$ cat src/dmd_consts.vh
`ifndef DMD_CONSTS_VH
`define DMD_CONSTS_VH
// ==========================================================
// Address map bases
`define DMD_PRIV_RAM_BASE 32'h0000_0000
`define DMD_RAM_END_64K 32'h0000_FFFF
`define DMD_RAM_END_96K 32'h0001_7FFF
`define DMD_RAM_END_128K 32'h0001_FFFF
`define DMD_TCF_LARGE_BASE 32'h0080_0000
`define DMD_FL_END_512K 32'h0007_FFFF
`define DMD_FL_END_768K 32'h000B_FFFF
`define DMD_FL_END_1024K 32'h000F_FFFF
`define DMD_TCF_SMALL_BASE 32'h00FE_0000
`define DMD_SMALL_SPAN 32'h0001_FFFF
`define DMD_AXF_LARGE_BASE 32'h0100_0000
`define DMD_AXF_SMALL_BASE 32'h01FE_0000
`define DMD_EXCL_BASE 32'h0280_0000
`define DMD_EXCL_END 32'h0280_0FFF
`define DMD_CPU0_ALIAS 32'h0400_0000
`define DMD_CPU1_ALIAS 32'h0600_0000
`define DMD_ALIAS_SPAN 32'h0200_0000
`define DMD_EXEMPT_LO 32'h1000_0000
`define DMD_EXEMPT_HI 32'h2FFF_FFFF
`define DMD_GAP_LO 32'h0010_0000
`define DMD_GAP_HI 32'h00FD_FFFF
`define DMD_CPU1_GAP_LO 32'h0710_0000
`define DMD_CPU1_GAP_HI 32'h07FD_FFFF
// ==========================================================
// Targets, response codes and size codes
`define DMD_TGT_NONE 3'h0
`define DMD_TGT_RAM 3'h1
`define DMD_TGT_TCF 3'h2
`define DMD_TGT_AXF 3'h3
`define DMD_TGT_EXCL 3'h4
`define DMD_TGT_OKAY 3'h5
`define DMD_TGT_ERR 3'h6
`define DMD_RESP_OKAY 2'h0
`define DMD_RESP_DECERR 2'h3
`define DMD_SIZE_SMALL 2'h0
`define DMD_SIZE_MID 2'h1
`define DMD_SIZE_LARGE 2'h2
`endif

$ cat src/dmd_map_decoder.v
`timescale 1ns/1ns
`include "dmd_consts.vh"
// Contract
// - Private coupled RAM from zero, end set by RAM size variant.
// - Coupled large flash from 0x0080_0000, end set by flash size.
// - Coupled small flash occupies 0x00FE_0000 to 0x00FF_FFFF.
// - AXI-side large flash from 0x0100_0000, end set by flash size.
// - AXI-side small flash decoded at 0x01FE_0000 to 0x01FF_FFFF.
// - Exclusive access memory at 0x0280_0000 to 0x0280_0FFF; rest reserved.
// - CPU0 memories alias in common space from 0x0400_0000.
// - CPU1 RAM, coupled flash and AXI-side flash alias from 0x0600_0000.
// - Private space unreachable by other masters; they use aliases.
// - Non-exempt reserved access answered with bus error.
// - Listed flash gaps and 0x1000_0000..0x2FFF_FFFF complete without error.
// - Each master carries a distinct ID; one transaction at a time, so completions stay in order.
module dmd_map_decoder #(
   parameter ID_W = 4,
   parameter MST_W = 2,
   parameter [MST_W-1:0] CPU0_MASTER = 2'h0,
   parameter [MST_W-1:0] CPU1_MASTER = 2'h1
)
(
   input wire mclk,
   input wire reset_n,
   input wire [1:0] ram_size,
   input wire [1:0] flash_size,
   input wire req_valid,
   input wire [31:0] req_addr,
   input wire req_write,
   input wire [MST_W-1:0] req_master,
   input wire [ID_W-1:0] req_tag,
   output reg req_ready,
   input wire resp_ready,
   output wire resp_valid,
   output wire [1:0] resp_code,
   output wire [ID_W+MST_W-1:0] resp_id,
   output reg sel_valid,
   output reg [2:0] sel_target,
   output reg sel_cpu,
   output reg [31:0] sel_offset,
   output reg sel_write,
   output reg [ID_W+MST_W-1:0] sel_id,
   input wire sel_done
);
   localparam ST_IDLE = 2'h0;
   localparam ST_MEM = 2'h1;
   localparam ST_RESP = 2'h2;
   reg [1:0] state;
   reg [1:0] next_state;
   reg [1:0] size_ram;
   reg [1:0] size_flash;
   wire [2:0] dec_target;
   wire dec_cpu;
   wire [31:0] dec_offset;
   wire is_owner;
   wire owner_id;
   wire accept;
   wire mem_target;
   wire [ID_W+MST_W-1:0] full_id;
   wire load_resp;
   wire [1:0] load_code;
   // ==========================================================
   // Owner CPU detection: only a CPU may use its own private space
   assign is_owner = (req_master == CPU0_MASTER) || (req_master == CPU1_MASTER);
   assign owner_id = (req_master == CPU1_MASTER);
   // Master number widens the ID so every master stays distinct
   assign full_id = {req_master, req_tag};
   assign accept = req_valid && req_ready;
   assign mem_target = (dec_target == `DMD_TGT_RAM) || (dec_target == `DMD_TGT_TCF)
      || (dec_target == `DMD_TGT_AXF) || (dec_target == `DMD_TGT_EXCL);
   dmd_region_decode u_dec
   (
      .addr(req_addr),
      .ram_size(size_ram),
      .flash_size(size_flash),
      .is_owner_cpu(is_owner),
      .owner_id(owner_id),
      .target(dec_target),
      .target_cpu(dec_cpu),
      .offset(dec_offset)
   );
   // ==========================================================
   // Size straps registered on every clock, in reset or not; stable in use
   always @(posedge mclk)
   begin
      size_ram <= ram_size;
      size_flash <= flash_size;
   end
   // ==========================================================
   // Sequencer: one transaction in flight keeps answers simple
   always @*
   begin
      next_state = state;
      case (state)
         ST_IDLE:
            if (accept)
               next_state = mem_target ? ST_MEM : ST_RESP;
         ST_MEM:
            if (sel_done)
               next_state = ST_RESP;
         ST_RESP:
            if (resp_valid && resp_ready)
               next_state = ST_IDLE;
         default: next_state = ST_IDLE;
      endcase
   end
   always @(posedge mclk)
   begin
      if (!reset_n)
      begin
         state <= ST_IDLE;
         req_ready <= 1'b0;
         sel_valid <= 1'b0;
         sel_target <= `DMD_TGT_NONE;
         sel_cpu <= 1'b0;
         sel_offset <= 32'h0000_0000;
         sel_write <= 1'b0;
         sel_id <= {(ID_W+MST_W){1'b0}};
      end
      else
      begin
         state <= next_state;
         req_ready <= (next_state == ST_IDLE) && !accept;
         if (accept)
         begin
            sel_id <= full_id;
            sel_target <= dec_target;
            sel_cpu <= dec_cpu;
            sel_offset <= dec_offset;
            sel_write <= req_write;
            sel_valid <= mem_target; // error never strobes memory
         end
         else if (sel_done)
            sel_valid <= 1'b0;
      end
   end
   // ==========================================================
   // Answer: reserved non-exempt gives DECERR, others OKAY
   assign load_resp = (accept && !mem_target) || (state == ST_MEM && sel_done);
   assign load_code = (state == ST_IDLE && dec_target == `DMD_TGT_ERR)
      ? `DMD_RESP_DECERR : `DMD_RESP_OKAY;
   dmd_resp_hold #(
      .ID_W(ID_W+MST_W)
   ) u_resp
   (
      .mclk(mclk),
      .reset_n(reset_n),
      .load(load_resp),
      .load_resp(load_code),
      .load_id((state == ST_IDLE) ? full_id : sel_id),
      .take(resp_ready),
      .valid(resp_valid),
      .resp(resp_code),
      .id(resp_id)
   );
endmodule // dmd_map_decoder

$ cat src/dmd_region_decode.v
`timescale 1ns/1ns
`include "dmd_consts.vh"
// Combinational classification of one address
module dmd_region_decode
(
   input wire [31:0] addr,
   input wire [1:0] ram_size,
   input wire [1:0] flash_size,
   input wire is_owner_cpu,
   input wire owner_id,
   output reg [2:0] target,
   output reg target_cpu,
   output reg [31:0] offset
);
   reg [31:0] ram_end;
   reg [31:0] fl_end;
   reg [31:0] loc;
   reg alias_hit;
   reg alias_cpu;
   // ==========================================================
   // Size variant ends
   always @*
   begin
      case (ram_size)
         `DMD_SIZE_SMALL: ram_end = `DMD_RAM_END_64K;
         `DMD_SIZE_MID: ram_end = `DMD_RAM_END_96K;
         default: ram_end = `DMD_RAM_END_128K;
      endcase
      case (flash_size)
         `DMD_SIZE_SMALL: fl_end = `DMD_FL_END_512K;
         `DMD_SIZE_MID: fl_end = `DMD_FL_END_768K;
         default: fl_end = `DMD_FL_END_1024K;
      endcase
   end
   // ==========================================================
   // Region match; private space folds onto same layout as aliases
   always @*
   begin
      alias_hit = 1'b0;
      alias_cpu = 1'b0;
      loc = addr;
      target = `DMD_TGT_ERR;
      target_cpu = owner_id;
      offset = 32'h0000_0000;
      if (addr >= `DMD_CPU0_ALIAS && addr < `DMD_CPU1_ALIAS)
      begin
         alias_hit = 1'b1;
         loc = addr - `DMD_CPU0_ALIAS;
      end
      else if (addr >= `DMD_CPU1_ALIAS && addr < `DMD_CPU1_ALIAS + `DMD_ALIAS_SPAN)
      begin
         alias_hit = 1'b1;
         alias_cpu = 1'b1;
         loc = addr - `DMD_CPU1_ALIAS;
      end
      if (alias_hit)
         target_cpu = alias_cpu;
      // Private space only for its own CPU; others see reserved
      if (!alias_hit && addr < `DMD_EXCL_BASE && !is_owner_cpu)
         target = `DMD_TGT_ERR;
      else if (loc <= ram_end && (alias_hit || addr < `DMD_EXCL_BASE))
      begin
         target = `DMD_TGT_RAM;
         offset = loc;
      end
      else if (loc >= `DMD_TCF_LARGE_BASE && loc <= `DMD_TCF_LARGE_BASE + fl_end)
      begin
         target = `DMD_TGT_TCF;
         offset = loc - `DMD_TCF_LARGE_BASE;
      end
      else if (loc >= `DMD_TCF_SMALL_BASE && loc <= `DMD_TCF_SMALL_BASE + `DMD_SMALL_SPAN)
      begin
         target = `DMD_TGT_TCF;
         offset = loc - `DMD_TCF_SMALL_BASE + `DMD_TCF_SMALL_BASE;
      end
      else if (loc >= `DMD_AXF_LARGE_BASE && loc <= `DMD_AXF_LARGE_BASE + fl_end)
      begin
         target = `DMD_TGT_AXF;
         offset = loc - `DMD_AXF_LARGE_BASE;
      end
      else if (loc >= `DMD_AXF_SMALL_BASE && loc <= `DMD_AXF_SMALL_BASE + `DMD_SMALL_SPAN)
      begin
         target = `DMD_TGT_AXF;
         offset = loc - `DMD_AXF_SMALL_BASE + `DMD_TCF_SMALL_BASE;
      end
      else if (!alias_hit && addr >= `DMD_EXCL_BASE && addr <= `DMD_EXCL_END)
      begin
         target = `DMD_TGT_EXCL;
         offset = addr - `DMD_EXCL_BASE;
      end
      // Exempt holes: flash gaps in every space, plus the wide span
      else if ((loc >= `DMD_TCF_LARGE_BASE + `DMD_GAP_LO
                && loc <= `DMD_GAP_HI)
               || (loc >= `DMD_AXF_LARGE_BASE + `DMD_GAP_LO
                && loc <= `DMD_AXF_LARGE_BASE + `DMD_GAP_HI)
               || (addr >= `DMD_CPU1_GAP_LO && addr <= `DMD_CPU1_GAP_HI)
               || (addr >= `DMD_EXEMPT_LO && addr <= `DMD_EXEMPT_HI))
         target = `DMD_TGT_OKAY;
      else
         target = `DMD_TGT_ERR;
   end
endmodule // dmd_region_decode

$ cat src/dmd_resp_hold.v
`timescale 1ns/1ns
`include "dmd_consts.vh"
// Holds one registered answer until the master accepts it
module dmd_resp_hold #(
   parameter ID_W = 4
)
(
   input wire mclk,
   input wire reset_n,
   input wire load,
   input wire [1:0] load_resp,
   input wire [ID_W-1:0] load_id,
   input wire take,
   output reg valid,
   output reg [1:0] resp,
   output reg [ID_W-1:0] id
);
   // ==========================================================
   // Answer register
   always @(posedge mclk)
   begin
      if (!reset_n)
      begin
         valid <= 1'b0;
         resp <= `DMD_RESP_OKAY;
         id <= {ID_W{1'b0}};
      end
      else if (load)
      begin
         valid <= 1'b1;
         resp <= load_resp;
         id <= load_id;
      end
      else if (take)
         valid <= 1'b0;
   end
endmodule // dmd_resp_hold
$ cat config.mk
export PLATFORM = sky130hd
export DESIGN_NAME = dmd_map_decoder
export DESIGN_NICKNAME = d
export VERILOG_FILES = /design/src/dmd_map_decoder.v /design/src/dmd_region_decode.v /design/src/dmd_resp_hold.v
export VERILOG_INCLUDE_DIRS = /design/src
export SDC_FILE = /design/constraint.sdc
export NUM_CORES = 1
export LEC_CHECK = 0
export BUFFER_PORTS_ARGS = -buffer_cell sky130_fd_sc_hd__buf_2
export CORE_MARGIN = 4
export CORE_UTILIZATION = 53
export DETAILED_ROUTE_END_ITERATION = 16
export GPL_TIMING_DRIVEN = 0
export PLACE_DENSITY = 0.92
export SYNTH_ARGS = -nofsm -noshare
export SYNTH_HDL_FRONTEND = slang
export SYNTH_SLANG_ARGS = --single-unit
export TNS_END_PERCENT = 1
$ cat constraint.sdc
create_clock -name mclk -period 6 [get_ports mclk]
set_input_delay 0.9 -clock mclk [delete_from_list [all_inputs] [get_ports mclk]]
set_output_delay 0.9 -clock mclk [all_outputs]
set_load 0.01 [all_outputs]
# After elaboration in Yosys (flattened, before gate mapping)

Index checks and enable logic that the tools add are counted.

$add $sub $neg: 11
Magnitude comparators: 24
Equality and inequality tests: 10
Multiplexer cells: 34
Reductions and logical operators: 41

Operators with widths:

| kind                     | number |
|---|---|
| $mux W32                 | 9 |
| $ge A32 B24 Y1 const B   | 3 |
| $ge A32 B25 Y1 const B   | 3 |
| $ge A32 B27 Y1 const B   | 3 |
| $add A32 B24 Y32 const B | 2 |
| $le A32 B24 Y1 const B   | 2 |
| $le A32 B25 Y1 const B   | 2 |
| $le A32 B32 Y1           | 2 |
| $sub A32 B24 Y32 const B | 2 |
| $sub A32 B25 Y32 const B | 2 |
| $sub A32 B27 Y32 const B | 2 |
| $pmux W20 S2             | 1 |
| $pmux W17 S2             | 1 |
| $ge A32 B26 Y1 const B   | 1 |
| $ge A32 B29 Y1 const B   | 1 |
| $le A32 B17 Y1           | 1 |
| $le A32 B26 Y1 const B   | 1 |
| $le A32 B27 Y1 const B   | 1 |
| $le A32 B30 Y1 const B   | 1 |
| $lt A32 B26 Y1 const B   | 1 |
| $lt A32 B27 Y1 const B   | 1 |
| $lt A32 B28 Y1 const B   | 1 |
| $sub A32 B26 Y32 const B | 1 |
| $add A25 B20 Y26 const A | 1 |
| 16 further kinds         | 75 |

Bits in registers: 60
Input bits: 48
Output and inout port bits: 54
Word-level logic and storage cells: 133

# Longest topological paths before layout

Depth in word-level cells: 26
Gate-level depth with buffers: 20
Depth with buffers taken out: 16

# Hierarchy

Synthesis repeated with hierarchy kept, for this count alone.

Cell total of the unflattened synthesis: 547
Area, all modules: 4349.2 um^2

By module, submodules not included:

| module            | times used | cells an instance | area each (um^2) | seq. area each (um^2) |
|---|---|---|---|---|
| dmd_region_decode | 1          | 296               | 2018.2           | 0.0 |
| dmd_map_decoder   | 1          | 223               | 1995.7           | 1021.0 |
| dmd_resp_hold     | 1          | 28                | 335.3            | 180.2 |

# Worst setup path after synthesis

No wires, ideal clock.

Path kind: input to register
Start point: in req_addr[27]
End point: reg u_resp.id[1]
Setup time: 0.068 ns
Arrival time: 5.079 ns
Data required time: 5.932 ns
Setup slack: 0.853 ns
Stages: 19
Path buffers: 4
Path through: buf_1 inv_1 ha_1 or3b_2 nor3_1 a31o_2 buf_6 nor3_1 xnor2_1 ha_1 a21boi_0 o31ai_1 o21ai_0 o211ai_1 or4_1 buf_2 buf_6 a22o_1 a21oi_2

Cells in the longest elaborated chain, start to end: 24
Elaborated cells on any way between the ends: 68
Classes of those cells: add/sub (2); order compare (24); eq/ne (4); mux (12); reduce/logical (26)

Ends and longest elaborated chain:

| what                                                              | RTL line               | source |
|---|---|---|
| start, declared                                                   | dmd_map_decoder.v:28   | `input wire [31:0] req_addr,` |
| $ge A32 B27 Y1 (no source line) or $lt A32 B28 Y1 (tied branches) | n/a                    |  |
| $logic_and A1 B1 Y1 (no source line)                              | n/a                    |  |
| $mux W32                                                          | dmd_region_decode.v:50 | `` else if (addr >= `DMD_CPU1_ALIAS && addr < `DMD_CPU1_ALIAS + `DMD_ALIAS_SPAN) `` |
| $mux W32                                                          | dmd_region_decode.v:45 | `` if (addr >= `DMD_CPU0_ALIAS && addr < `DMD_CPU1_ALIAS) `` |
| $ge A32 B24 Y1 (no source line) (tied with other cells)           | n/a                    |  |
| $logic_and A1 B1 Y1 (no source line)                              | n/a                    |  |
| $logic_or A1 B1 Y1 (3 in a row)                                   | dmd_region_decode.v:92 | `` else if ((loc >= `DMD_TCF_LARGE_BASE + `DMD_GAP_LO `` |
| $mux W2                                                           | dmd_region_decode.v:92 |  |
| [5 not listed]                                                    | n/a                    |  |
| $mux W3                                                           | dmd_region_decode.v:61 | `` else if (loc <= ram_end && (alias_hit \|\| addr < `DMD_EXCL_BASE)) `` |
| $mux W3 *                                                         | dmd_region_decode.v:59 | `` if (!alias_hit && addr < `DMD_EXCL_BASE && !is_owner_cpu) `` |
| $eq A3 B1 Y1 (no source line) or $eq A3 B2 Y1 (tied branches)     | n/a                    |  |
| $logic_or A1 B1 Y1 (2 in a row)                                   | dmd_map_decoder.v:69   | `` assign mem_target = (dec_target == `DMD_TGT_RAM) \|\| (dec_target == `DMD_TGT_TCF) `` |
| $logic_or A1 B1 Y1 *                                              | dmd_map_decoder.v:69   |  |
| $logic_not A1 Y1 *                                                | dmd_map_decoder.v:139  | `assign load_resp = (accept && !mem_target) \|\| (state == ST_MEM && sel_done);` |
| $logic_and A1 B1 Y1 *                                             | dmd_map_decoder.v:139  |  |
| $logic_or A1 B1 Y1 *                                              | dmd_map_decoder.v:139  |  |
| end signal, assigned                                              | dmd_resp_hold.v:26     | `id <= {ID_W{1'b0}};` |
| end signal, assigned                                              | dmd_resp_hold.v:32     | `id <= load_id;` |
| end, declared                                                     | dmd_resp_hold.v:16     | `output reg [ID_W-1:0] id` |

Mark *: on every way between the ends. The rest lies on a longest branch, timed or not.
A chain may end at the register's enable or synchronous reset.

# Worst setup path in the final report

Start point: in req_addr[27]
End point: reg sel_offset[17]

Cells in the longest elaborated chain, start to end: 14
Elaborated cells on any way between the ends: 48
Classes of those cells: add/sub (8); order compare (16); mux (11); reduce/logical (13)

Ends and longest elaborated chain:

| what                                                    | RTL line               | source |
|---|---|---|
| branches (longest 13 deep; another with $ge A32 B27 Y1) | n/a                    |  |
| $mux W32 *                                              | dmd_region_decode.v:59 |  |
| end signal, assigned                                    | dmd_map_decoder.v:129  | `sel_offset <= dec_offset;` |
| end, declared                                           | dmd_map_decoder.v:40   | `output reg [31:0] sel_offset,` |

Mark *: on every way between the ends.

==> results.md <==
* RSZ-0062 raised after global routing: no
* Yosys top cell area share at 0.3248
* Drt first pass iters at 5
* HP Class: register to register
* Critical-path cell list: buf_2 -> buf_1 -> inv_1 -> ha_1 -> and2_1 -> clkbuf_1 -> nor4_1 -> a31o_2 -> buf_6 -> nor3_1 -> xnor2_2 -> ha_1 -> a21boi_0 -> a21oi_1 -> or3_1 -> a32oi_2 -> nor2_1 -> a21oi_1 -> buf_2 -> a22o_1
* Met3 Resource Use GR at 0.05917
* Depth of the worst hold-timing path at 2
* First-pass GRT wire length at 18.58 mm
* Crit Reg-Reg Startpoint: size_flash[0]
* Core box area at 6495 um^2
* Final min period at 5.604 ns
* Cell family with most CP delay: compound AO/OA/AOI/OAI gates
* Cells after Synth at 447
* Vert. Die Dim at 90.83 um
* Post-synth cell types at 67
* Most frequent cells after synthesis: dfxtp_1, nand2_1, a21oi_1
* R2r endpoint: sel_offset[17]
* Slowest cell on the critical path: or3_1
* Port Buffers at 101
* Fmax at 0.1784 GHz
* Crit path max fanout at 10
* Clock transition at the registers of the reported paths at 0.07 ns
* Hold Path End: sel_offset[28]
* Global-route met2 utilization at 0.4484
* Crit path kind: input port to register
* Starting Density at 0.5598
* Number of global-route vias before repair at 3826
* Most frequent cell after synthesis: dfxtp_1
* Htree depth at 3
* Cell depth of the worst flop-to-flop path at 10
* Critical Path Source Type: input port
* Initial DRC Count at 305
* Avg Vias per Cell at 6.345
* Busiest grt layer: met2
* Fin crit share at 0.9340
* Largest net degree at the start of global routing at 12
* Rows at 29
* Clock sink count at 59
* Flops & latches, synth at 59
* Die ar. at 8249 um^2
* Post-placement cell count at 625
* Syn nets at 510
* P&R area growth vs syn at 22.99%
* Final antenna-violating net count at 0
* GRT Residual Overflow at 0
* Setup TNS at 0 ns
* Post-synthesis sequential area ratio at 0.3248
* Ports at 102
* Pwr/cell area at 212.0 nW/um^2
* Tot Pwr at 0.0009482 W
* Mean routed wirelength per cell at 17.56 um
* Slowest stage delay, CP at 0.44 ns
* DP HPWL at 8.604 mm
* Slew margin rel. at 0.1418
* Req. time, crit path at 6.28 ns
* Synth Cell Area at 3636 um^2
* Worst-Margin Slew at 1.277 ns
* WP buf/inv at 6
* Via count at 4067
* CP Capture Type: register
* Chip width at 90.83 um
* Worst Path Arrival at 5.88 ns
* Maxcap violations at 0
* Fraction of layout cells with a size suffix above 1 at 0.2429
* CTS root buffer: clkbuf_8
* Asr flop ratio synth at 0
* Clk buf depth at 2
* Outcome: finished, final reports clean
* Area leader, netlist: dfxtp_1
* Post-route cell area at 4472 um^2
* P_leak at 1.969 nW
* Post-CTS setup buffers at 0
* Number of buffers created by CTS at 9
* Initial antenna violation count at 0
* Clock Latency Late Sink at 0.34 ns
* Register-to-register setup slack at 3.21 ns
* Hold path start: sel_offset[28]
* Slew Limit Fails at 0
* Worst vdd ir at 0.1094 mV
* # DRC at 0
* Met1 usage at 0.3435
* Mapped Avg Cell Area at 8.134 um^2
* Ranking of synthesized cells by area: dfxtp_1, a22o_1, ha_1
* Clk_skew at 0.006208 ns
* Placed Area at 4238 um^2
* Total GRT Usage at 0.2714
* Final nets at 622
* Gpl congestion at 0.9807
* Hold_buf cts at 0
* Fillers at 521
* Antenna cells at 0
* Post-synth top flop: dfxtp_1
* Syn. warnings at 0
* CTS tree: done
* # setup viols final at 0
* Final WL at 11.26 mm
* Finished Layout Cells at 641
* Number of synthesized flops with an enable pin at 0
* Final hold viol count at 0
-- state kept, by name (all words and copies together) (netlist names) --
register      flops
sel_valid         1
u_resp.resp       1
size_flash        2
sel_target        3
req_ready         1
sel_offset       32
size_ram          2
sel_cpu           1
u_resp.valid      1
sel_write         1
u_resp.id         6
sel_id            6
state             2
-- worst max-delay path by stage --
stage,startpoint,endpoint,slack [ns],depth (start not counted)
final,req_addr[27],sel_offset[17],0.40,20
after global routing,req_addr[27],sel_offset[5],0.02,20
after CTS,req_addr[27],u_resp.id[4],0.27,21
after detailed placement,req_addr[27],u_resp.id[1],-0.11,21
after global placement,req_addr[15],u_resp.id[1],0.03,16
after floorplan,req_addr[27],u_resp.id[1],0.85,19
-- metal layers --
layer	share of wire	wire (um)
met3	0.088	987
met5	0	0
met1	0.41	4614
met2	0.48	5351
met4	0.027	305
-- power by group --
group / internal, W / switching, W
combinational: 0.0000499 / 0.0000868
sequential: 0.000401 / 0.00000515
clock: 0.000245 / 0.000160
total: 0.000696 / 0.000252
-- what timing repair did --
action,CTS,global route
hold endpoints to repair,0,0
resized for setup,0,2
setup endpoints to repair,0,30
-- placed cells by master (no fill, tap or decap), drive strengths merged, types with 4 or more instances in the layout --
master / count
nand2: 45
and3: 10
o22ai: 6
a211oi: 8
clkbuf: 26
o31ai: 5
a21oi: 32
dfxtp: 59
buf: 109
or3: 5
ha: 15
a21boi: 5
nor2: 26
nand2b: 4
nor2b: 4
nor4: 14
and2: 5
inv: 18
nor3: 9
xnor2: 7
a31oi: 5
a22o: 29
o2111ai: 4
or4: 6
nand3: 22
xor2: 4
nand4: 9
o211ai: 5
o21ai: 20
-- area by class of cell --
class	count	area, um^2	share of cell area
buffer	24	113.9	0.02546
clock buffer	10	137.6	0.03078
clock inverter	6	88.84	0.01987
inverter	18	67.56	0.01511
multi-input combinational	346	2281	0.5101
sequential	59	1181	0.2641
tap	77	96.34	0.02154
timing repair buffer	101	505.5	0.1130
-- cells by family after synthesis --
family,after synthesis,share of synthesized area
compound gates,154,0.3090
xor+xnor,11,0.02650
fa+ha+maj,15,0.05162
buf+inv,42,0.04990
flops,59,0.3248
simple gates,166,0.2381
-- worst reg2reg max path: stages (launching register included) --
cell and delay [ns]:
dfxtp_1 0.30, nor2b_1 0.12, ha_1 0.27, nand4_1 0.19, a211oi_1 0.36, o21ai_1 0.12
a32oi_2 0.40, nor2_1 0.14, a21oi_1 0.37, buf_2 0.30, a22o_1 0.17
-- metrics by stage --
step	worst slack [ns]	utilization	hold slack (ns)
4_1_cts	0.2681	0.6873	0.4439
3_3_place_gp	0.02583	0.6525	0.4208
6_report	0.3960	0.6885	0.4435
2_1_floorplan	0.8529	-	0.4625
3_5_place_dp	-0.1078	0.6525	0.4337
5_1_grt	0.01588	0.6885	0.4645
No activity file was read; power rests on OpenSTA's default activity.
